### config.mk
export PLATFORM = sky130hd
export DESIGN_NAME = bds_top
export DESIGN_NICKNAME = d
export VERILOG_FILES = /design/src/bds_pkg.sv /design/src/bds_baud_gen.sv /design/src/bds_top.sv
export SDC_FILE = /design/constraint.sdc
export NUM_CORES = 1
export LEC_CHECK = 0
export ABC_AREA = 1
export BUFFER_PORTS_ARGS = -buffer_cell sky130_fd_sc_hd__buf_2
export CAP_MARGIN = 20
export CORE_MARGIN = 10
export CORE_UTILIZATION = 54
export CTS_CLUSTER_DIAMETER = 60
export DETAILED_ROUTE_END_ITERATION = 7
export HOLD_SLACK_MARGIN = 0.05
export PLACE_DENSITY_LB_ADDON = 0.25
export SLEW_MARGIN = 0
export SYNTH_ARGS = -nofsm -noshare
export SYNTH_HDL_FRONTEND = slang
export SYNTH_HIERARCHICAL = 1
export SYNTH_SLANG_ARGS = --single-unit
### constraint.sdc
create_clock -name CORE_CLK_I -period 6.1 [get_ports CORE_CLK_I]
set_clock_uncertainty 0.05 [all_clocks]
set_input_delay 1.22 -clock CORE_CLK_I [delete_from_list [all_inputs] [get_ports CORE_CLK_I]]
set_output_delay 1.22 -clock CORE_CLK_I [all_outputs]
set_load 0.02 [all_outputs]
### src/bds_pkg.sv
// Package for the baud divider and synthesizer word select block.
// Assumes a single 10 MHz core clock and an AXI4-Lite register master.
package bds_pkg;

    // ------------------------------------------------------------------
    // Register map and fields
    // ------------------------------------------------------------------
    localparam logic [7:0] OFS_CLOCK = 8'h00;
    localparam logic [7:0] OFS_WORD_A = 8'h04;
    localparam logic [7:0] OFS_WORD_B = 8'h08;
    localparam logic [7:0] OFS_CONTROL = 8'h0c;
    localparam logic [7:0] OFS_DEVIATION = 8'h10;
    localparam logic [7:0] OFS_STATUS = 8'h14;

    localparam int CLK_REF_LSB = 0;
    localparam int CLK_CODE_A_LSB = 4;
    localparam int CLK_CODE_B_LSB = 8;
    localparam int CTL_SELECT_BIT = 0;
    localparam int CTL_BAND_BIT = 1;
    localparam int CTL_ASYNC_BIT = 2;
    localparam int DEV_MANT_LSB = 0;
    localparam int DEV_EXP_LSB = 4;
    localparam int DEV_SHAPE_BIT = 7;
    localparam int WORD_WIDTH = 24;

    localparam logic [2:0] REF_DIV_RST = 3'h1;
    localparam logic [23:0] WORD_RST = 24'h000000;
    localparam logic [1:0] RESP_OKAY = 2'h0;
    localparam logic [1:0] RESP_SLVERR = 2'h2;

    // ------------------------------------------------------------------
    // Divider and synthesizer constants
    // ------------------------------------------------------------------
    // Half of the fixed pre-divide of eight; the chain toggles per half
    localparam logic [2:0] PRE_HALF = 3'h4;
    // Ratios are scaled by two to the RATIO_FRAC_BITS
    localparam int RATIO_FRAC_BITS = 16;
    localparam logic [25:0] RATIO_LOW_BASE = 26'h000c000;
    localparam logic [25:0] RATIO_HIGH_BASE = 26'h0018000;
    localparam int DEV_OFS_LOW = 16;
    localparam int DEV_OFS_HIGH = 15;

    typedef struct packed {
        logic [1:0] master_divide_code_b;
        logic [2:0] master_divide_code_a;
        logic [2:0] ref_div;
    } bds_clock_t;

    typedef struct packed {
        logic async_mode;
        logic band_choice;
        logic word_select;
    } bds_ctl_t;

    typedef struct packed {
        logic shaping;
        logic [2:0] deviation_exponent;
        logic [3:0] deviation_mantissa;
    } bds_dev_t;

    // Four times the first master factor, so that 2.5 etc. stay integer
    function automatic logic [8:0] master_factor_a_x4(input logic [2:0] c);
        case (c)
            3'h0: master_factor_a_x4 = 9'h00a;
            3'h1: master_factor_a_x4 = 9'h00c;
            3'h2: master_factor_a_x4 = 9'h010;
            3'h3: master_factor_a_x4 = 9'h01e;
            3'h4: master_factor_a_x4 = 9'h032;
            3'h5: master_factor_a_x4 = 9'h0a0;
            3'h6: master_factor_a_x4 = 9'h0c0;
            default: master_factor_a_x4 = 9'h100;
        endcase
    endfunction

    function automatic logic [3:0] master_factor_b(input logic [1:0] c);
        master_factor_b = 4'h1 << c;
    endfunction

endpackage

### src/bds_baud_gen.sv
// Data clock generator: toggles every half_i core clocks.
// Assumes half_i is at least one and restart_i is a one-cycle pulse.
`timescale 1ns/1ns
module bds_baud_gen
    import bds_pkg::*;
(
    input wire logic clk_i,
    input wire logic reset_i,
    input wire logic restart_i,
    input wire logic [14:0] half_i,
    output logic level_o,
    output logic rise_o
);

    logic [14:0] cnt;
    logic [14:0] next_cnt;
    logic next_level;
    logic next_rise;

    always_comb begin
        next_cnt = cnt - 15'h1;
        next_level = level_o;
        next_rise = 1'b0;
        if (restart_i) begin
            // Restart from a full half period so no short pulse escapes
            next_cnt = half_i - 15'h1;
            next_level = 1'b0;
        end else if (cnt == 15'h0) begin
            next_cnt = half_i - 15'h1;
            next_level = ~level_o;
            next_rise = ~level_o;
        end
    end

    always_ff @(posedge clk_i) begin
        if (reset_i) begin
            cnt <= 15'h0;
            level_o <= 1'b0;
            rise_o <= 1'b0;
        end else begin
            cnt <= next_cnt;
            level_o <= next_level;
            rise_o <= next_rise;
        end
    end

endmodule

### src/bds_top.sv
// Baud divider, synthesizer word select and modulation control.
// Assumes an AXI4-Lite master on the core clock and TX data in sync.
//
// Notes on behaviour
// Data clock is crystal over eight, reference divide plus one, both factors.
// Second master code 00..11 gives factors 1, 2, 4, 8.
// First master code 000..111 gives 2.5,3,4,7.5,12.5,40,48,64.
// Async transparent mode passes transmit data at any rate, ignoring dividers.
// Two synthesizer words; one control bit picks the active word.
// Each word is three bytes; low byte bit zero is flag_a flag.
// Low band output is reference times (3/4 + (word+flag_a/2)/32768).
// High band output is reference times (3/2 + (word+flag_a/2)/16384).
// Band bit clear selects 402-470 MHz, set selects 804-930 MHz.
// Reference equals crystal over one plus three-bit reference divide.
// Software picks smallest reference divide meeting the reference limits.
// Deviation is a four-bit mantissa and three-bit exponent.
// Deviation is reference times mantissa times 2^(exp-16) or 2^(exp-15).
// FSK sends carrier minus deviation for zero, plus for one.
// All-zero mantissa selects on-off keying instead of FSK.
// Shaping bit enables Gaussian shaping of the modulating signal.
// Software programs receive word to carrier minus the IF.
// Flag_a flag in low byte activates divider dithering.
// Divider restarts cleanly whenever a divide field or band changes.
//
// Chosen here: the register offsets and the AXI4-Lite register port.
`timescale 1ns/1ns
module bds_top
    import bds_pkg::*;
(
    input wire logic CORE_CLK_I,
    input wire logic RESET_I,
    input wire logic S_AXI_AWVALID_I,
    output logic S_AXI_AWREADY_O,
    input wire logic [7:0] S_AXI_AWADDR_I,
    input wire logic S_AXI_WVALID_I,
    output logic S_AXI_WREADY_O,
    input wire logic [31:0] S_AXI_WDATA_I,
    input wire logic [3:0] S_AXI_WSTRB_I,
    output logic S_AXI_BVALID_O,
    input wire logic S_AXI_BREADY_I,
    output logic [1:0] S_AXI_BRESP_O,
    input wire logic S_AXI_ARVALID_I,
    output logic S_AXI_ARREADY_O,
    input wire logic [7:0] S_AXI_ARADDR_I,
    output logic S_AXI_RVALID_O,
    input wire logic S_AXI_RREADY_I,
    output logic [31:0] S_AXI_RDATA_O,
    output logic [1:0] S_AXI_RRESP_O,
    input wire logic TX_DATA_I,
    output logic DATA_CLK_O,
    output logic [25:0] CARRIER_RATIO_O,
    output logic [25:0] TONE_RATIO_O,
    output logic RF_ON_O,
    output logic OOK_MODE_O,
    output logic GAUSS_EN_O,
    output logic FLAG_A_O,
    output logic BAND_O,
    output logic [3:0] REF_DIVISOR_O
);

    // ------------------------------------------------------------------
    // Helpers
    // ------------------------------------------------------------------
    function automatic logic [31:0] merge(input logic [31:0] old,
                                          input logic [31:0] wd,
                                          input logic [3:0] be);
        for (int i = 0; i < 4; i++) begin
            merge[i*8 +: 8] = be[i] ? wd[i*8 +: 8] : old[i*8 +: 8];
        end
    endfunction

    function automatic logic mapped(input logic [7:0] a);
        if (a == OFS_CLOCK) mapped = 1'b1;
        else if (a == OFS_WORD_A) mapped = 1'b1;
        else if (a == OFS_WORD_B) mapped = 1'b1;
        else if (a == OFS_CONTROL) mapped = 1'b1;
        else if (a == OFS_DEVIATION) mapped = 1'b1;
        else if (a == OFS_STATUS) mapped = 1'b1;
        else mapped = 1'b0;
    endfunction

    // Word holds 23 frequency bits over the flag_a flag, so 2W+D = word
    function automatic logic [25:0] carrier_ratio(input logic band,
                                                  input logic [23:0] w);
        if (band) carrier_ratio = RATIO_HIGH_BASE + {1'b0, w, 1'b0};
        else carrier_ratio = RATIO_LOW_BASE + {2'b00, w};
    endfunction

    // ------------------------------------------------------------------
    // Register state
    // ------------------------------------------------------------------
    bds_clock_t clk_cfg, next_clk_cfg;
    bds_ctl_t ctl, next_ctl;
    bds_dev_t dev, next_dev;
    logic [23:0] synth_word_a, next_synth_word_a;
    logic [23:0] synth_word_b, next_synth_word_b;
    logic aw_held, next_aw_held, w_held, next_w_held;
    logic [7:0] aw_addr, next_aw_addr;
    logic [31:0] w_data, next_w_data;
    logic [3:0] w_strb, next_w_strb;
    logic next_awready, next_wready, next_bvalid, next_arready, next_rvalid;
    logic [1:0] next_bresp, next_rresp;
    logic [31:0] next_rdata, wr_word, clk_word, ctl_word, dev_word, rd_word;
    logic do_write, symbol, next_symbol;
    bds_clock_t last_clk_cfg;
    logic last_band, restart, rise;
    logic [14:0] half;
    logic [16:0] half_x4;
    logic [23:0] sel_word;
    logic [25:0] carrier, deviation, next_tone;
    logic [4:0] dev_shift;

    assign clk_word = {22'h0, clk_cfg.master_divide_code_b, 1'b0,
                       clk_cfg.master_divide_code_a, 1'b0, clk_cfg.ref_div};
    assign ctl_word = {29'h0, ctl};
    assign dev_word = {24'h0, dev};
    assign do_write = aw_held && w_held && !S_AXI_BVALID_O;
    assign wr_word = merge(rd_word, w_data, w_strb);

    always_comb begin
        if (aw_addr == OFS_CLOCK) rd_word = clk_word;
        else if (aw_addr == OFS_WORD_A) rd_word = {8'h0, synth_word_a};
        else if (aw_addr == OFS_WORD_B) rd_word = {8'h0, synth_word_b};
        else if (aw_addr == OFS_CONTROL) rd_word = ctl_word;
        else if (aw_addr == OFS_DEVIATION) rd_word = dev_word;
        else rd_word = 32'h0;
    end

    // ------------------------------------------------------------------
    // Write channel and configuration
    // ------------------------------------------------------------------
    always_comb begin
        next_aw_held = aw_held;
        next_aw_addr = aw_addr;
        next_w_held = w_held;
        next_w_data = w_data;
        next_w_strb = w_strb;
        next_bvalid = S_AXI_BVALID_O;
        next_bresp = S_AXI_BRESP_O;
        next_clk_cfg = clk_cfg;
        next_ctl = ctl;
        next_dev = dev;
        next_synth_word_a = synth_word_a;
        next_synth_word_b = synth_word_b;
        if (S_AXI_AWVALID_I && S_AXI_AWREADY_O) begin
            next_aw_held = 1'b1;
            next_aw_addr = S_AXI_AWADDR_I;
        end
        if (S_AXI_WVALID_I && S_AXI_WREADY_O) begin
            next_w_held = 1'b1;
            next_w_data = S_AXI_WDATA_I;
            next_w_strb = S_AXI_WSTRB_I;
        end
        if (S_AXI_BVALID_O && S_AXI_BREADY_I) begin
            next_bvalid = 1'b0;
        end
        if (do_write) begin
            next_aw_held = 1'b0;
            next_w_held = 1'b0;
            next_bvalid = 1'b1;
            // Status is read-only: a write there is accepted and dropped
            next_bresp = mapped(aw_addr) ? RESP_OKAY : RESP_SLVERR;
            if (aw_addr == OFS_CLOCK) begin
                next_clk_cfg.ref_div = wr_word[CLK_REF_LSB +: 3];
                next_clk_cfg.master_divide_code_a =
                    wr_word[CLK_CODE_A_LSB +: 3];
                next_clk_cfg.master_divide_code_b =
                    wr_word[CLK_CODE_B_LSB +: 2];
            end else if (aw_addr == OFS_WORD_A) begin
                // three bytes
                next_synth_word_a = wr_word[WORD_WIDTH-1:0];
            end else if (aw_addr == OFS_WORD_B) begin
                next_synth_word_b = wr_word[WORD_WIDTH-1:0];
            end else if (aw_addr == OFS_CONTROL) begin
                next_ctl.word_select = wr_word[CTL_SELECT_BIT];
                next_ctl.band_choice = wr_word[CTL_BAND_BIT];
                next_ctl.async_mode = wr_word[CTL_ASYNC_BIT];
            end else if (aw_addr == OFS_DEVIATION) begin
                // mantissa exponent
                next_dev.deviation_mantissa = wr_word[DEV_MANT_LSB +: 4];
                next_dev.deviation_exponent = wr_word[DEV_EXP_LSB +: 3];
                next_dev.shaping = wr_word[DEV_SHAPE_BIT];
            end
        end
        next_awready = !next_aw_held && !next_bvalid;
        next_wready = !next_w_held && !next_bvalid;
    end

    always_ff @(posedge CORE_CLK_I) begin
        if (RESET_I) begin
            aw_held <= 1'b0;
            aw_addr <= 8'h0;
            w_held <= 1'b0;
            w_data <= 32'h0;
            w_strb <= 4'h0;
            S_AXI_AWREADY_O <= 1'b0;
            S_AXI_WREADY_O <= 1'b0;
            S_AXI_BVALID_O <= 1'b0;
            S_AXI_BRESP_O <= RESP_OKAY;
            clk_cfg <= '{master_divide_code_b: 2'h0,
                         master_divide_code_a: 3'h0, ref_div: REF_DIV_RST};
            ctl <= '0;
            dev <= '0;
            synth_word_a <= WORD_RST;
            synth_word_b <= WORD_RST;
        end else begin
            aw_held <= next_aw_held;
            aw_addr <= next_aw_addr;
            w_held <= next_w_held;
            w_data <= next_w_data;
            w_strb <= next_w_strb;
            S_AXI_AWREADY_O <= next_awready;
            S_AXI_WREADY_O <= next_wready;
            S_AXI_BVALID_O <= next_bvalid;
            S_AXI_BRESP_O <= next_bresp;
            clk_cfg <= next_clk_cfg;
            ctl <= next_ctl;
            dev <= next_dev;
            synth_word_a <= next_synth_word_a;
            synth_word_b <= next_synth_word_b;
        end
    end

    // ------------------------------------------------------------------
    // Read channel
    // ------------------------------------------------------------------
    always_comb begin
        next_rvalid = S_AXI_RVALID_O;
        next_rdata = S_AXI_RDATA_O;
        next_rresp = S_AXI_RRESP_O;
        if (S_AXI_RVALID_O && S_AXI_RREADY_I) begin
            next_rvalid = 1'b0;
        end
        if (S_AXI_ARVALID_I && S_AXI_ARREADY_O) begin
            next_rvalid = 1'b1;
            next_rresp = mapped(S_AXI_ARADDR_I) ? RESP_OKAY : RESP_SLVERR;
            if (S_AXI_ARADDR_I == OFS_CLOCK) next_rdata = clk_word;
            else if (S_AXI_ARADDR_I == OFS_WORD_A) begin
                next_rdata = {8'h0, synth_word_a};
            end else if (S_AXI_ARADDR_I == OFS_WORD_B) begin
                next_rdata = {8'h0, synth_word_b};
            end else if (S_AXI_ARADDR_I == OFS_CONTROL) next_rdata = ctl_word;
            else if (S_AXI_ARADDR_I == OFS_DEVIATION) next_rdata = dev_word;
            else if (S_AXI_ARADDR_I == OFS_STATUS) begin
                next_rdata = {28'h0, FLAG_A_O, OOK_MODE_O, symbol, DATA_CLK_O};
            end else next_rdata = 32'h0;
        end
        next_arready = !next_rvalid;
    end

    always_ff @(posedge CORE_CLK_I) begin
        if (RESET_I) begin
            S_AXI_ARREADY_O <= 1'b0;
            S_AXI_RVALID_O <= 1'b0;
            S_AXI_RDATA_O <= 32'h0;
            S_AXI_RRESP_O <= RESP_OKAY;
        end else begin
            S_AXI_ARREADY_O <= next_arready;
            S_AXI_RVALID_O <= next_rvalid;
            S_AXI_RDATA_O <= next_rdata;
            S_AXI_RRESP_O <= next_rresp;
        end
    end

    // ------------------------------------------------------------------
    // Data clock chain
    // ------------------------------------------------------------------
    // divide chain
    // Factor a is kept times four, so the product drops two bits (max 16384)
    assign half_x4 = 17'(({14'h0, clk_cfg.ref_div} + 17'h1) * PRE_HALF *
                         master_factor_a_x4(clk_cfg.master_divide_code_a) *
                         master_factor_b(clk_cfg.master_divide_code_b));
    assign half = half_x4[16:2];
    // restart on change
    assign restart = (last_clk_cfg != clk_cfg) || (last_band != BAND_O);

    bds_baud_gen u_baud_gen (
        .clk_i(CORE_CLK_I),
        .reset_i(RESET_I),
        .restart_i(restart),
        .half_i(half),
        .level_o(DATA_CLK_O),
        .rise_o(rise)
    );

    // ------------------------------------------------------------------
    // Synthesizer and modulation
    // ------------------------------------------------------------------
    // word select
    assign sel_word = ctl.word_select ? synth_word_b : synth_word_a;
    // band ratio
    assign carrier = carrier_ratio(ctl.band_choice, sel_word);
    // exponent offset per band
    assign dev_shift = 5'(dev.deviation_exponent) +
        5'(RATIO_FRAC_BITS) -
        (ctl.band_choice ? 5'(DEV_OFS_HIGH) : 5'(DEV_OFS_LOW));
    assign deviation = {22'h0, dev.deviation_mantissa} << dev_shift;

    always_comb begin
        next_symbol = symbol;
        // async bypass
        if (ctl.async_mode) next_symbol = TX_DATA_I;
        else if (rise) next_symbol = TX_DATA_I;
        // FSK tones
        next_tone = symbol ? carrier + deviation : carrier - deviation;
        // OOK keeps carrier
        if (dev.deviation_mantissa == 4'h0) next_tone = carrier;
    end

    always_ff @(posedge CORE_CLK_I) begin
        if (RESET_I) begin
            symbol <= 1'b0;
            last_clk_cfg <= '0;
            last_band <= 1'b0;
            CARRIER_RATIO_O <= RATIO_LOW_BASE;
            TONE_RATIO_O <= RATIO_LOW_BASE;
            RF_ON_O <= 1'b0;
            OOK_MODE_O <= 1'b1;
            GAUSS_EN_O <= 1'b0;
            FLAG_A_O <= 1'b0;
            BAND_O <= 1'b0;
            REF_DIVISOR_O <= 4'h1;
        end else begin
            symbol <= next_symbol;
            last_clk_cfg <= clk_cfg;
            last_band <= BAND_O;
            CARRIER_RATIO_O <= carrier;
            TONE_RATIO_O <= next_tone;
            // carrier keyed by data
            RF_ON_O <= (dev.deviation_mantissa != 4'h0) || symbol;
            OOK_MODE_O <= dev.deviation_mantissa == 4'h0;
            // shaping enable
            GAUSS_EN_O <= dev.shaping;
            // flag_a from active word
            FLAG_A_O <= sel_word[0];
            BAND_O <= ctl.band_choice;
            // reference divisor
            REF_DIVISOR_O <= {1'b0, clk_cfg.ref_div} + 4'h1;
        end
    end

    // ------------------------------------------------------------------
    // Assertions
    // ------------------------------------------------------------------
    logic [15:0] gap;
    logic gap_ok;
    always_ff @(posedge CORE_CLK_I) begin
        if (RESET_I || restart) begin
            gap <= 16'h0;
            gap_ok <= 1'b0;
        end else if (rise) begin
            gap <= 16'h0;
            gap_ok <= 1'b1;
        end else begin
            gap <= gap + 16'h1;
        end
    end

    property p_period;
        @(posedge CORE_CLK_I) disable iff (RESET_I)
        rise && gap_ok && !restart |-> gap == {half, 1'b0} - 16'h1;
    endproperty
    a_period: assert property (p_period) else $error("period wrong");
    property p_code_b;
        @(posedge CORE_CLK_I) disable iff (RESET_I)
        clk_cfg == bds_clock_t'{2'h2, 3'h2, 3'h0} |-> half == 15'h0040;
    endproperty
    a_code_b: assert property (p_code_b) else $error("code b wrong");
    property p_code_a;
        @(posedge CORE_CLK_I) disable iff (RESET_I)
        clk_cfg == bds_clock_t'{2'h0, 3'h0, 3'h0} |-> half == 15'h000a;
    endproperty
    a_code_a: assert property (p_code_a) else $error("code a wrong");
    property p_async;
        @(posedge CORE_CLK_I) disable iff (RESET_I)
        ctl.async_mode |=> symbol == $past(TX_DATA_I);
    endproperty
    a_async: assert property (p_async) else $error("async lag");
    property p_low_a;
        @(posedge CORE_CLK_I) disable iff (RESET_I)
        !ctl.band_choice && !ctl.word_select |=>
            CARRIER_RATIO_O == RATIO_LOW_BASE + {2'h0, $past(synth_word_a)};
    endproperty
    a_low_a: assert property (p_low_a) else $error("low carrier");
    property p_high_b;
        @(posedge CORE_CLK_I) disable iff (RESET_I)
        ctl.band_choice && ctl.word_select |=> CARRIER_RATIO_O ==
            RATIO_HIGH_BASE + {1'b0, $past(synth_word_b), 1'b0};
    endproperty
    a_high_b: assert property (p_high_b) else $error("high carrier");
    property p_flag_a;
        @(posedge CORE_CLK_I) disable iff (RESET_I)
        ctl.word_select |=> FLAG_A_O == $past(synth_word_b[0]);
    endproperty
    a_flag_a: assert property (p_flag_a) else $error("flag_a flag");
    property p_fsk_low;
        @(posedge CORE_CLK_I) disable iff (RESET_I)
        dev == bds_dev_t'{1'b0, 3'h0, 4'h1} && !ctl.band_choice && !symbol |=>
            TONE_RATIO_O == $past(carrier) - 26'h1;
    endproperty
    a_fsk_low: assert property (p_fsk_low) else $error("fsk tone");
    property p_ook;
        @(posedge CORE_CLK_I) disable iff (RESET_I)
        dev.deviation_mantissa == 4'h0 |=>
            OOK_MODE_O && TONE_RATIO_O == $past(carrier)
            && RF_ON_O == $past(symbol);
    endproperty
    a_ook: assert property (p_ook) else $error("ook mode");
    property p_restart;
        @(posedge CORE_CLK_I) disable iff (RESET_I)
        restart |=> !DATA_CLK_O && !rise;
    endproperty
    a_restart: assert property (p_restart) else $error("no restart");

    c_write: cover property (@(posedge CORE_CLK_I) S_AXI_BVALID_O
        && S_AXI_BREADY_I);
    c_read: cover property (@(posedge CORE_CLK_I) S_AXI_RVALID_O
        && S_AXI_RREADY_I);
    c_rise: cover property (@(posedge CORE_CLK_I) rise && gap_ok);
    c_ook: cover property (@(posedge CORE_CLK_I) OOK_MODE_O && RF_ON_O);

endmodule

### Word-level counts from Yosys, hierarchy flattened

Index checks and enable logic that the tools add are counted.

| operators by class | value |
|---|---|
| add/subtract/negate cells | 10 |
| $mul | 2 |
| div/mod/pow operators | 0 |
| $lt $le $gt $ge | 0 |
| equality and inequality tests | 18 |
| shift operators | 2 |
| multiplexer cells | 47 |
| bitwise logic cells | 6 |
| reduce and logical (&&, ||, !) cells | 30 |

Operators by type and width:

| operator | number |
|---|---|
| two-way mux 24 bit | 7 |
| two-way mux 26 bit | 3 |
| case mux 9 bit (7 select lines) | 1 |
| two-way mux 8 bit | 6 |
| == test 8 x 4 -> 1 bit, second input constant | 4 |
| == test 8 x 5 -> 1 bit, second input constant | 4 |
| two-way mux 15 bit | 2 |
| subtractor 15 x 1 -> 15 bit, second input constant | 2 |
| adder 17 x 25 -> 26 bit, first input constant | 1 |
| adder 26 bit | 1 |
| << shifter 4 x 5 -> 26 bit | 1 |
| subtractor 26 bit | 1 |
| adder 16 x 24 -> 25 bit, first input constant | 1 |
| two-way mux 1 bit | 24 |
| == test 8 x 3 -> 1 bit, second input constant | 2 |
| logical NOT 8 bit | 2 |
| logical NOT 15 bit | 1 |
| multiplier 13 x 4 -> 15 bit | 1 |
| multiplier 4 x 9 -> 13 bit | 1 |
| == test 3 bit, second input constant | 3 |
| logical AND 1 bit | 9 |
| adder 3 x 1 -> 4 bit, second input constant | 2 |
| inequality test 8 bit | 1 |
| == test 3 x 2 -> 1 bit, second input constant | 2 |
| 22 further kinds | 33 |

| storage, ports and cells | value |
|---|---|
| flip-flop bits (word level) | 233 |
| bits in latches | 0 |
| RAM bits | 0 |
| bits in read-only memories | 0 |
| input port bits | 60 |
| output and inout port bits | 103 |
| word-level logic and storage cells | 155 |
| memories | 0 |

### Longest topological paths before layout

Gate-level depths: netlist of run 1.

| depth | value |
|---|---|
| word-level depth | 9 |
| mapped depth | 37 |
| depth with buffers taken out | 36 |

### By module

The synthesis of run 1 kept the hierarchy.

By module, submodules not included:

| module | instances | cells each | area each (um^2) | sequential area each (um^2) |
|---|---|---|---|---|
| bds_top | 1 | 2016 | 13780.7 | 4124.0 |
| bds_baud_gen | 1 | 253 | 1415.1 | 340.3 |

### Least setup slack after synthesis of run 1

No wires, ideal clock.

| timing path | value |
|---|---|
| path type | register to register |
| start point | register clk_cfg[0] in the netlist's numbering |
| end point | register u_baud_gen.cnt[14] |
| library setup time | 0.113 ns |
| arrival | 6.063 ns |
| data required time | 5.937 ns |
| slack | -0.125 ns |
| stages on the path, launching flop included | 34 |
| buffers on the path | 0 |
| clock period less this slack | 6.225 ns |
| cells stage by stage | dfxtp_1 -> clkinv_1 -> nor3_1 -> o21ai_0 -> fa_1 -> inv_1 -> fa_1 -> fa_1 -> nand3_1 -> nand2_1 -> xnor2_1 -> nor2_1 -> fa_1 -> inv_1 -> fa_1 -> inv_1 -> ha_1 -> a21oi_1 -> o21ai_0 -> a21o_1 -> a21oi_1 -> inv_1 -> a21oi_1 -> nor2_1 -> nor2_1 -> xor2_1 -> nor2_1 -> nand2_1 -> nor2_1 -> nand2_1 -> nand2_1 -> nand2_1 -> nor2_1 -> nor2_1 |

| on the way | value |
|---|---|
| cells in the longest elaborated chain, start to end | 6 |
| elaborated cells between the ends (all ways) | 8 |
| classes of those cells | 2 x add/sub; 2 x mul; 1 x eq/ne; 2 x mux; 1 x reduce/logical |

Ends and longest elaborated chain:

| element | line | source |
|---|---|---|
| start: declaration | bds_top.sv:92 | `bds_clock_t clk_cfg, next_clk_cfg;` |
| start signal: assignment | bds_top.sv:200 | `clk_cfg <= '{master_divide_code_b: 2'h0,` |
| start signal: assignment | bds_top.sv:216 | `clk_cfg <= next_clk_cfg;` |
| adder 3 x 1 -> 4 bit (*) | bds_top.sv:270 | `assign half_x4 = 17'(({14'h0, clk_cfg.ref_div} + 17'h1) * PRE_HALF *` |
| multiplier 4 x 9 -> 13 bit (*) | bds_top.sv:270 |  |
| multiplier 13 x 4 -> 15 bit (*) | bds_top.sv:271 | `master_factor_a_x4(clk_cfg.master_divide_code_a) *` |
| net half_x4[15] | bds_top.sv:108 | `logic [16:0] half_x4;` |
| subtractor 15 x 1 -> 15 bit (*) | bds_baud_gen.sv:26, bds_baud_gen.sv:29 |  |
| two-way mux 15 bit | bds_baud_gen.sv:28 | `end else if (cnt == 15'h0) begin` |
| two-way mux 15 bit (*) | bds_baud_gen.sv:24 | `if (restart_i) begin` |
| end signal: assignment | bds_baud_gen.sv:41 | `cnt <= next_cnt;` |
| end: declaration | bds_baud_gen.sv:15 | `logic [14:0] cnt;` |

Mark *: on every way through the listed nets, which the timed path passes. The rest lies on a longest branch.
A chain may end at the register's enable or synchronous reset.

### Worst setup path in the final report of run 1

| timing path | value |
|---|---|
| start point | register clk_cfg[3] in the netlist's numbering |
| end point | register u_baud_gen.cnt[14] |

| on the way | value |
|---|---|
| cells in the longest elaborated chain, start to end | 7 |
| elaborated cells between the ends (all ways) | 15 |
| classes of those cells | 1 x add/sub; 2 x mul; 7 x eq/ne; 3 x mux; 2 x reduce/logical |

Ends and longest elaborated chain:

| element | line | source |
|---|---|---|
| == test 3 bit, or another cell as far along | bds_pkg.sv:63 | `case (c)` |
| case mux 9 bit (7 select lines) (*) | bds_pkg.sv:63 |  |
| multiplier 4 x 9 -> 13 bit (*) | bds_top.sv:270 |  |
| multiplier 13 x 4 -> 15 bit (*) | bds_top.sv:271 |  |
| net half_x4[15] | bds_top.sv:108 |  |
| subtractor 15 x 1 -> 15 bit (*) | bds_baud_gen.sv:26, bds_baud_gen.sv:29 |  |
| two-way mux 15 bit | bds_baud_gen.sv:28 |  |
| two-way mux 15 bit (*) | bds_baud_gen.sv:24 |  |

Marks and branches as above.

==> results of run 1 <==
==> flip-flops by register name, summed over array words and instances (netlist names), 15 cells and up <==
signal / cells
u_baud_gen/cnt: 15
CARRIER_RATIO_O: 26
S_AXI_RDATA_O: 24
synth_word_b: 24
w_data: 24
synth_word_a: 24
TONE_RATIO_O: 26
==> through the flow <==
step / cells / cell area [um^2] / setup TNS, ps / hold WS (ps) / util
finish: 2833 / 17920 / 0 / 383.8 / 0.6449
global route: 2833 / 17920 / -676.0 / 393.5 / 0.6449
CTS: 2827 / 17550 / 0 / 379.9 / 0.6316
detailed placement: 2777 / 16500 / -470.0 / 368.4 / 0.5940
global placement: 2777 / 16500 / -205.0 / 362.0 / 0.5940
floorplan: 2279 / 15250 / 0 / 348.7 / -
==> placed cells by master, fill, tap and decap left out, types with 7 or more instances in the layout <==
cell       instances
nand2_1          350
inv_1            347
nor2_1           281
o21ai_0          268
dfxtp_1          218
a21oi_1          168
buf_2            142
nand3_1           84
buf_4             75
ha_1              56
xor2_1            45
fa_1              33
clkbuf_16         27
nor2_2            25
xnor2_1           25
nand2_2           24
nor3_1            24
inv_2             21
o211ai_1          18
o21ai_1           17
or2_2             17
nand3_2           13
conb_1            11
o21ai_2           10
nand4_1           10
o221ai_1          10
ha_4              10
a21oi_2            9
nor2_4             8
o22ai_1            8
a221oi_1           7
==> per-layer routing <==
| layer | routed length (um) | vias up |
|---|---|---|
| li1 | - | 7581 |
| met1 | 19350 | 6922 |
| met2 | 20520 | 523 |
| met3 | 3017 | 90 |
| met4 | 1338 | 0 |
| met5 | 0 | - |
==> worst paths after layout <==
path,start,to,slack (ps),cells past startpoint
worst max-delay path,clk_cfg[3]$_SDFFE_PP0P_,u_baud_gen/cnt[14]$_SDFF_PP0_,100,35
worst max register to register,clk_cfg[3]$_SDFFE_PP0P_,u_baud_gen/cnt[14]$_SDFF_PP0_,100,35
worst min-delay path,aw_held$_SDFF_PP0_,S_AXI_AWREADY_O$_SDFF_PP0_,380,1
worst min register to register,aw_held$_SDFF_PP0_,S_AXI_AWREADY_O$_SDFF_PP0_,380,1
==> layout make-up <==
type | count | share of cell area
timing repair buffer | 221 | 0.07542
clock inverter | 15 | 0.009567
sequential | 223 | 0.2501
inverter | 375 | 0.07870
multi-input combinational | 1587 | 0.5184
clock buffer | 34 | 0.04141
tap | 378 | 0.02640
==> power groups by stage <==
stage | registers [mW] | logic, mW | clock network, mW
final | 1.54 | 0.435 | 1.64
after global routing | 1.54 | 0.490 | 1.71
after CTS | 1.54 | 0.420 | 1.66
after detailed placement | 1.57 | 0.416 | 0
after global placement | 1.57 | 0.409 | 0
after floorplan | 1.56 | 0.318 | 0
==> worst reg2reg max path: cells and delay by family (launching register included) <==
family | cells | cell delay, ps
AND/OR/NAND/NOR | 14 | 1040
buffers and inverters | 7 | 550
AO/OA/AOI/OAI | 6 | 880
adder cells (fa/ha/maj) | 6 | 2580
flip-flops | 1 | 310
XOR/XNOR | 2 | 440
==> synth_stat cells, types with 18 or more instances <==
| master | count | share of area |
|---|---|---|
| xor2_1 | 47 | 0.027 |
| xnor2_1 | 32 | 0.018 |
| nor3_1 | 25 | 0.0082 |
| fa_1 | 34 | 0.045 |
| dfxtp_1 | 223 | 0.29 |
| o211ai_1 | 18 | 0.0089 |
| o21ai_0 | 274 | 0.090 |
| nor2_1 | 294 | 0.073 |
| clkbuf_1 | 61 | 0.015 |
| inv_1 | 357 | 0.088 |
| ha_1 | 66 | 0.054 |
| nand2_1 | 355 | 0.088 |
| nand3_1 | 86 | 0.028 |
| a21oi_1 | 179 | 0.059 |
| nand2_2 | 19 | 0.0078 |
==> logic make-up (layout without fill, tap and decap cells) <==
logic type	after synthesis	in the layout	share of synthesized area
and+or+nand+nor	855	855	0.2447
AOI/OAI and AO/OA	542	542	0.1927
buffers and inverters	469	645	0.1239
DFF	223	223	0.2938
adders and majority gates	100	100	0.09914
xor gates and xnor gates	79	79	0.04553
other	1	11	0.0002468
==> timing repair <==
item                       in CTS  in global routing
resized for setup              21                 73
pin swaps                       9                 41
buffers inserted                1                  4
cloned                          0                  0
hold buffers                    0                  0
setup endpoints to repair       3                  6
==> results.cfg, run 1 <==
[run_status]
outcome = finished clean

[route]
via_per_inst = 5.336
post-route-drc-count = 0
finalWirelength_um = 44220
drt-initial-drc-count = 1152
first_pass_iters = 5
ant_nets = 0
wire_per_inst_um = 15.61
num_vias = 15120

[clock_network]
root_buffer = clkbuf_16
clkSinkCount = 223
cts.reportedPaths.clkPinSlew_ps = 60
cts_tree = built
numCtsBuffers = 27
clock_path_buffers = 3
worstSkewPairLatency_ps = 540
cts_max_level = 1

[yosys]
ys_seq_area_frac = 0.2938
synthCells = 2269
ys_ff_latch = 223
syn_avg_cell_area_um2 = 6.697
synth_warnings = 6
synth.distinct_cells = 55
synthArstFlopShare = 0
synth_edf_count = 0
synth_area_mm2 = 0.01520
synth_ff_type = dfxtp_1

[global_routing]
grt_pass1_wl_um = 71300
met3_usage = 0.03599
antenna_found_initial = 0
grt_use_total = 0.2384
grt.met2_usage = 0.3993
grt_busiest_layer = met2
grt-ovfl-total = 0
grt_max_degree = 111
use_met1 = 0.3085
grt_pass1_vias = 14280

[finish]
multi_input_area_mm2 = 0.009289
num-fill-cells = 2578
area.growth.synth_to_final_pct = 17.91
final_nets = 2595
diodes = 0
drive_gt1_frac = 0.1788
regArea_mm2 = 0.004481

[power]
finalPower_mw = 3.611
switching_power_mw = 1.010
vdd_drop_max_v = 0.0002261
swShare = 0.2796
internal_power_mw = 2.601
p_leak_nw = 8.892
seq_power_share = 0.426
power_density_mw_per_mm2 = 201.5
power_frac_comb = 0.120
p_clk_frac = 0.454

[place]
gp_congestion = 0.9599
pre_cts_ws_ps = -226.5
dp.final_hpwl_um = 32800
port_buffers = 143

[sta]
period_share = 0.9836
finalWorstSetupSlack_ps = 99.79
max_freq_mhz = 166.7
rsz0062_at_grt = true
setup_viol = 0
post-route-min-period_ps = 6000
max_slew_margin = 0.3095
tightest_slew_ps = 1035
maxSlewViolCount = 0
hold_viol = 0

[worst_setup_path]
cp_slowest_stage_delay_ps = 550
worst_setup_path_start_kind = flop
worstPathArrival_ps = 6380
crit_fanout = 4
crit_buf_inv = 7
path_class = flop to flop
end_kind = flop
cpMaxStageDelayCell = fa_1
critPathRequiredTime_ps = 6480
crit_family = adder cells

[floorplan]
rows = 61
core_area_mm2 = 0.02778
io_pins = 163
start_util = 0.5470
die_h_um = 187.8
die_w_um = 187.8
die_area_mm2 = 0.03525

[job]
drv_cap = 0

[min_path]
hp-class = flop to flop
Note: power is estimated with default switching activity, not from simulation.
==> run 2: changes to the inputs <==
--- a/config.mk
+++ b/config.mk
@@ -7,7 +7,8 @@
 export LEC_CHECK = 0
 export ABC_AREA = 1
 export BUFFER_PORTS_ARGS = -buffer_cell sky130_fd_sc_hd__buf_2
-export CAP_MARGIN = 20
+export CAP_MARGIN = 25
+export CORE_ASPECT_RATIO = 2
 export CORE_MARGIN = 10
 export CORE_UTILIZATION = 54
 export CTS_CLUSTER_DIAMETER = 60
==> results.cfg, run 2 (synthesized netlist as in run 1, its figures left out) <==
[route]
drt-initial-drc-count = 863
ant_nets = 0
via_per_inst = 5.395
wire_per_inst_um = 15.75
num_vias = 15040
finalWirelength_um = 43900
first_pass_iters = 5
post-route-drc-count = 0

[place]
dp.final_hpwl_um = 34110
port_buffers = 143
dp_cells = 2741
pre_cts_ws_ps = -211.0
gp_congestion = 0.9817
dpl_cell_area_mm2 = 0.01642

[sta]
tns_ps = 0
maxSlewViolCount = 0
rsz0062_at_grt = true
post-route-min-period_ps = 5906
setup_viol = 0
max_slew_margin = 0.2886
max_freq_mhz = 169.3
whs_ps = 379.6
finalWorstSetupSlack_ps = 193.8
hold_viol = 0
period_share = 0.9682
tightest_slew_ps = 1066

[finish]
area.growth.synth_to_final_pct = 15.85
fin_util = 0.6366
diodes = 0
layout_commonest_cell = nand2_1
drive_gt1_frac = 0.1721
most-common-layout-cells = nand2_1, inv_1, nor2_1, o21ai_0, dfxtp_1
stdcell_count = 2787
top_regs = CARRIER_RATIO_O: 26 flops, TONE_RATIO_O: 26 flops
fin_area_mm2 = 0.01760
final_nets = 2580
num-fill-cells = 2571

[clock_network]
cts.reportedPaths.clkPinSlew_ps = 70
worstSkewPairLatency_ps = 530
root_buffer = clkbuf_16
cts_tree = built
holdBufCountCts = 0
clkSinkCount = 223
cts_max_level = 1
clock_path_buffers = 3
numCtsBuffers = 21

[worst_setup_path]
r2r_setup_slack_ps = 190
end_kind = flop
cp_slowest_stage_delay_ps = 610
crit_fanout = 5
worstReg2RegStart = clk_cfg[1]$_SDFFE_PP0P_
timing.rr.end = u_baud_gen/cnt[12]$_SDFF_PP0_
worst_setup_path_start_kind = flop
worstPathArrival_ps = 6280
cp-startpoint = clk_cfg[1]$_SDFFE_PP0P_
reg2reg_depth = 28
path_class = flop to flop
critPathRequiredTime_ps = 6470
cpMaxStageDelayCell = fa_2

[floorplan]
rows = 86
io_pins = 163
core_area_mm2 = 0.02765
die_h_um = 257.2
die_w_um = 138.6
start_util = 0.5495
die_area_mm2 = 0.03566

[global_routing]
grt_pass1_vias = 14640
grt_pass1_wl_um = 70050
grt_use_total = 0.2314
antenna_found_initial = 0
grt-ovfl-total = 0
grt_max_degree = 92

[min_path]
hold_start = aw_held$_SDFF_PP0_
hp-class = flop to flop
min_to = S_AXI_AWREADY_O$_SDFF_PP0_
hold_depth = 1

[power]
power_density_mw_per_mm2 = 194.3
vdd_drop_max_v = 0.0003640
p_leak_nw = 8.732
finalPower_mw = 3.421

[job]
drv_cap = 0

[run_status]
outcome = finished clean
[run 2: cell count changes in the layout (fill, tap and decap cells not counted), sizes merged]
cell,before,now
inv,373,372
bufinv,2,4
clkbuf,34,25
clkinvlp,3,0
buf,221,212
[run 2: what timing repair did]
item	4_1_cts	5_1_grt
buffers inserted	2	6
setup endpoints to repair	3	6
pin swaps	9	34
gates resized for setup	16	75
[run 2: metal layers]
layer	track usage	wire (um)	vias up
met5	0	0	-
li1	-	-	7550
met2	0.4592	23500	386
met1	0.2231	16220	6968
met4	0.1260	2405	0
met3	0.02601	1769	132
[run 2: worst max-delay path by stage]
stage	end	cells after the start
after global routing	u_baud_gen/cnt[12]$_SDFF_PP0_	28
after global placement	u_baud_gen/cnt[13]$_SDFF_PP0_	31
after CTS	u_baud_gen/cnt[14]$_SDFF_PP0_	34
final	u_baud_gen/cnt[12]$_SDFF_PP0_	28
after floorplan	u_baud_gen/cnt[14]$_SDFF_PP0_	33
after detailed placement	u_baud_gen/cnt[13]$_SDFF_PP0_	31
[run 2: area by class of cell]
class                      count  area (um^2)  area share
clock buffer                  25        570.5     0.03241
clock inverter                13        187.7     0.01066
inverter                     375         1410     0.08010
multi-input combinational   1587         9250      0.5254
sequential                   223         4482      0.2546
tap                          352        440.4     0.02502
timing repair buffer         212         1264     0.07178
[run 2: critical path, delay by kind of cell (launching register included)]
| kind | cells | cell delay, ps |
|---|---|---|
| adders and majority gates | 7 | 3140 |
| and+or+nand+nor | 9 | 860 |
| AOI/OAI and AO/OA | 4 | 620 |
| buffers and inverters | 6 | 480 |
| DFF | 1 | 360 |
| xor gates and xnor gates | 2 | 280 |
[run 2: report_power, final]
group / leakage, nW / internal, mW / switching (mW)
clock: 0.376 / 0.848 / 0.608
combinational: 6.55 / 0.140 / 0.290
sequential: 1.81 / 1.50 / 0.0387
==> run 3: changes to the inputs <==
==> constraint.sdc (replaced) <==
create_clock -name CORE_CLK_I -period 5.2 [get_ports CORE_CLK_I]
set_clock_uncertainty 0.05 [all_clocks]
set_input_delay 1.04 -clock CORE_CLK_I [delete_from_list [all_inputs] [get_ports CORE_CLK_I]]
set_output_delay 1.04 -clock CORE_CLK_I [all_outputs]
set_load 0.02 [all_outputs]
==> results.cfg, run 3 (synthesized netlist as in run 1, its figures left out) <==
[global_routing]
antenna_found_initial = 0
grt_pass1_vias = 14650
grt_use_total = 0.2387
grt_max_degree = 96
grt_pass1_wl_um = 71790
grt-ovfl-total = 0

[sta]
hold_viol = 0
finalWorstSetupSlack_ps = -630.7
rsz0062_at_grt = true
whs_ps = 377.1
maxSlewViolCount = 0
tightest_slew_ps = 1052
period_share = 1.121
post-route-min-period_ps = 5831
setup_viol = 9
max_slew_margin = 0.2980
max_freq_mhz = 171.5

[worst_setup_path]
r2r_setup_slack_ps = -630
worstPathArrival_ps = 6200
critPathMostFrequentCell = nor2_1
cpMaxStageDelayCell = fa_2
reg2reg_depth = 31
path_class = flop to flop
cp_slowest_stage_delay_ps = 620
worstReg2RegStart = clk_cfg[0]$_SDFFE_PP1P_
timing.rr.end = u_baud_gen/cnt[14]$_SDFF_PP0_
worst_setup_path_start_kind = flop
critPathRequiredTime_ps = 5570
crit_fanout = 6
end_kind = flop

[finish]
area.growth.synth_to_final_pct = 17.83
drive_gt1_frac = 0.1860
num-fill-cells = 2605
diodes = 0
top_regs = CARRIER_RATIO_O: 26 flops, TONE_RATIO_O: 26 flops
final_nets = 2608
fin_area_mm2 = 0.01790
layout_commonest_cell = nand2_1
most-common-layout-cells = nand2_1, inv_1, nor2_1, o21ai_0, dfxtp_1
stdcell_count = 2815

[min_path]
min_to = S_AXI_AWREADY_O$_SDFF_PP0_
hold_start = aw_held$_SDFF_PP0_
hold_depth = 1
hp-class = flop to flop

[power]
internal_power_mw = 2.766
power_frac_comb = 0.135
p_leak_nw = 8.897
p_clk_frac = 0.401
finalPower_mw = 3.884
switching_power_mw = 1.118
power_density_mw_per_mm2 = 216.9
seq_power_share = 0.464
swShare = 0.2878
vdd_drop_max_v = 0.0002824

[route]
ant_nets = 0
via_per_inst = 5.354
first_pass_iters = 6
num_vias = 15070
finalWirelength_um = 44970
drt-initial-drc-count = 787
wire_per_inst_um = 15.97
post-route-drc-count = 0

[place]
dp.final_hpwl_um = 35020
dp_cells = 2766
gp_congestion = 0.9541
pre_cts_ws_ps = -764.5
port_buffers = 143
dpl_cell_area_mm2 = 0.01680

[floorplan]
io_pins = 163
die_h_um = 257.2
start_util = 0.5495
core_area_mm2 = 0.02765
rows = 86
die_w_um = 138.6
die_area_mm2 = 0.03566

[clock_network]
numCtsBuffers = 21
cts.reportedPaths.clkPinSlew_ps = 70
clock_path_buffers = 3
clkSinkCount = 223
cts_tree = built
worstSkewPairLatency_ps = 530
root_buffer = clkbuf_16
cts_max_level = 1

[job]
drv_cap = 0

[run_status]
outcome = finished with violations
violations = negative setup slack
[run 3: cell count changes in the layout (fill, tap and decap cells not counted), sizes merged]
cell / previous run / this run
inv: 372 / 371
clkbuf: 25 / 24
bufinv: 4 / 1
clkinvlp: 0 / 2
clkinv: 12 / 15
buf: 212 / 240
[run 3: layout make-up]
class,count,area [um^2],share of cell area
Multi-Input combinational cell,1587,9383,0.5240
Sequential cell,223,4471,0.2497
Timing Repair Buffer,240,1503,0.08393
Inverter,375,1418,0.07918
Clock buffer,24,556.8,0.03110
Tap cell,352,440.4,0.02460
Clock inverter,14,133.9,0.007477
[run 3: how the worst max path moves through the flow]
stage / from / endpoint / slack [ps] / cells after the start
finish: clk_cfg[0]$_SDFFE_PP1P_ / u_baud_gen/cnt[14]$_SDFF_PP0_ / -630 / 31
global route: clk_cfg[0]$_SDFFE_PP1P_ / u_baud_gen/cnt[14]$_SDFF_PP0_ / -1010 / 33
CTS: clk_cfg[0]$_SDFFE_PP1P_ / u_baud_gen/cnt[14]$_SDFF_PP0_ / -630 / 31
detailed placement: clk_cfg[1]$_SDFFE_PP0P_ / u_baud_gen/cnt[14]$_SDFF_PP0_ / -760 / 30
global placement: clk_cfg[1]$_SDFFE_PP0P_ / u_baud_gen/cnt[14]$_SDFF_PP0_ / -690 / 31
floorplan: clk_cfg[0]$_SDFFE_PP1P_ / u_baud_gen/cnt[14]$_SDFF_PP0_ / -430 / 32
[run 3: per-layer routing]
metal / share of wire / track usage
met5: 0 / 0
met4: 0.055 / 0.1289
met3: 0.040 / 0.02877
met2: 0.54 / 0.4644
met1: 0.37 / 0.2372
[run 3: worst max-delay path, delay by kind of cell (launching register included)]
kind / cells / cell delay (ps)
xor gates and xnor gates: 2 / 380
adders and majority gates: 7 / 2920
AOI/OAI and AO/OA: 6 / 880
DFF: 1 / 370
buffers and inverters: 4 / 280
and+or+nand+nor: 12 / 850
[run 3: stage by stage]
step,utilization,setup TNS (ps)
floorplan,-,-1103
finish,0.6475,-3952
global route,0.6475,-6478
CTS,0.6373,-3574
global placement,0.6076,-3538
detailed placement,0.6076,-4510
[run 3: repair_timing]
| action | 4_1_cts | 5_1_grt |
|---|---|---|
| buffers inserted | 6 | 3 |
| resized for setup | 26 | 41 |
| pin swaps | 37 | 32 |
| hold buffers | 0 | 0 |
| setup endpoints to repair | 9 | 12 |
[run 3: power by group through the flow]
stage / Clock [mW] / Combinational (mW) / Sequential [mW]
CTS: 1.58 / 0.514 / 1.80
global route: 1.65 / 0.587 / 1.81
floorplan: 0 / 0.377 / 1.83
global placement: 0 / 0.500 / 1.84
finish: 1.56 / 0.523 / 1.80
detailed placement: 0 / 0.508 / 1.84
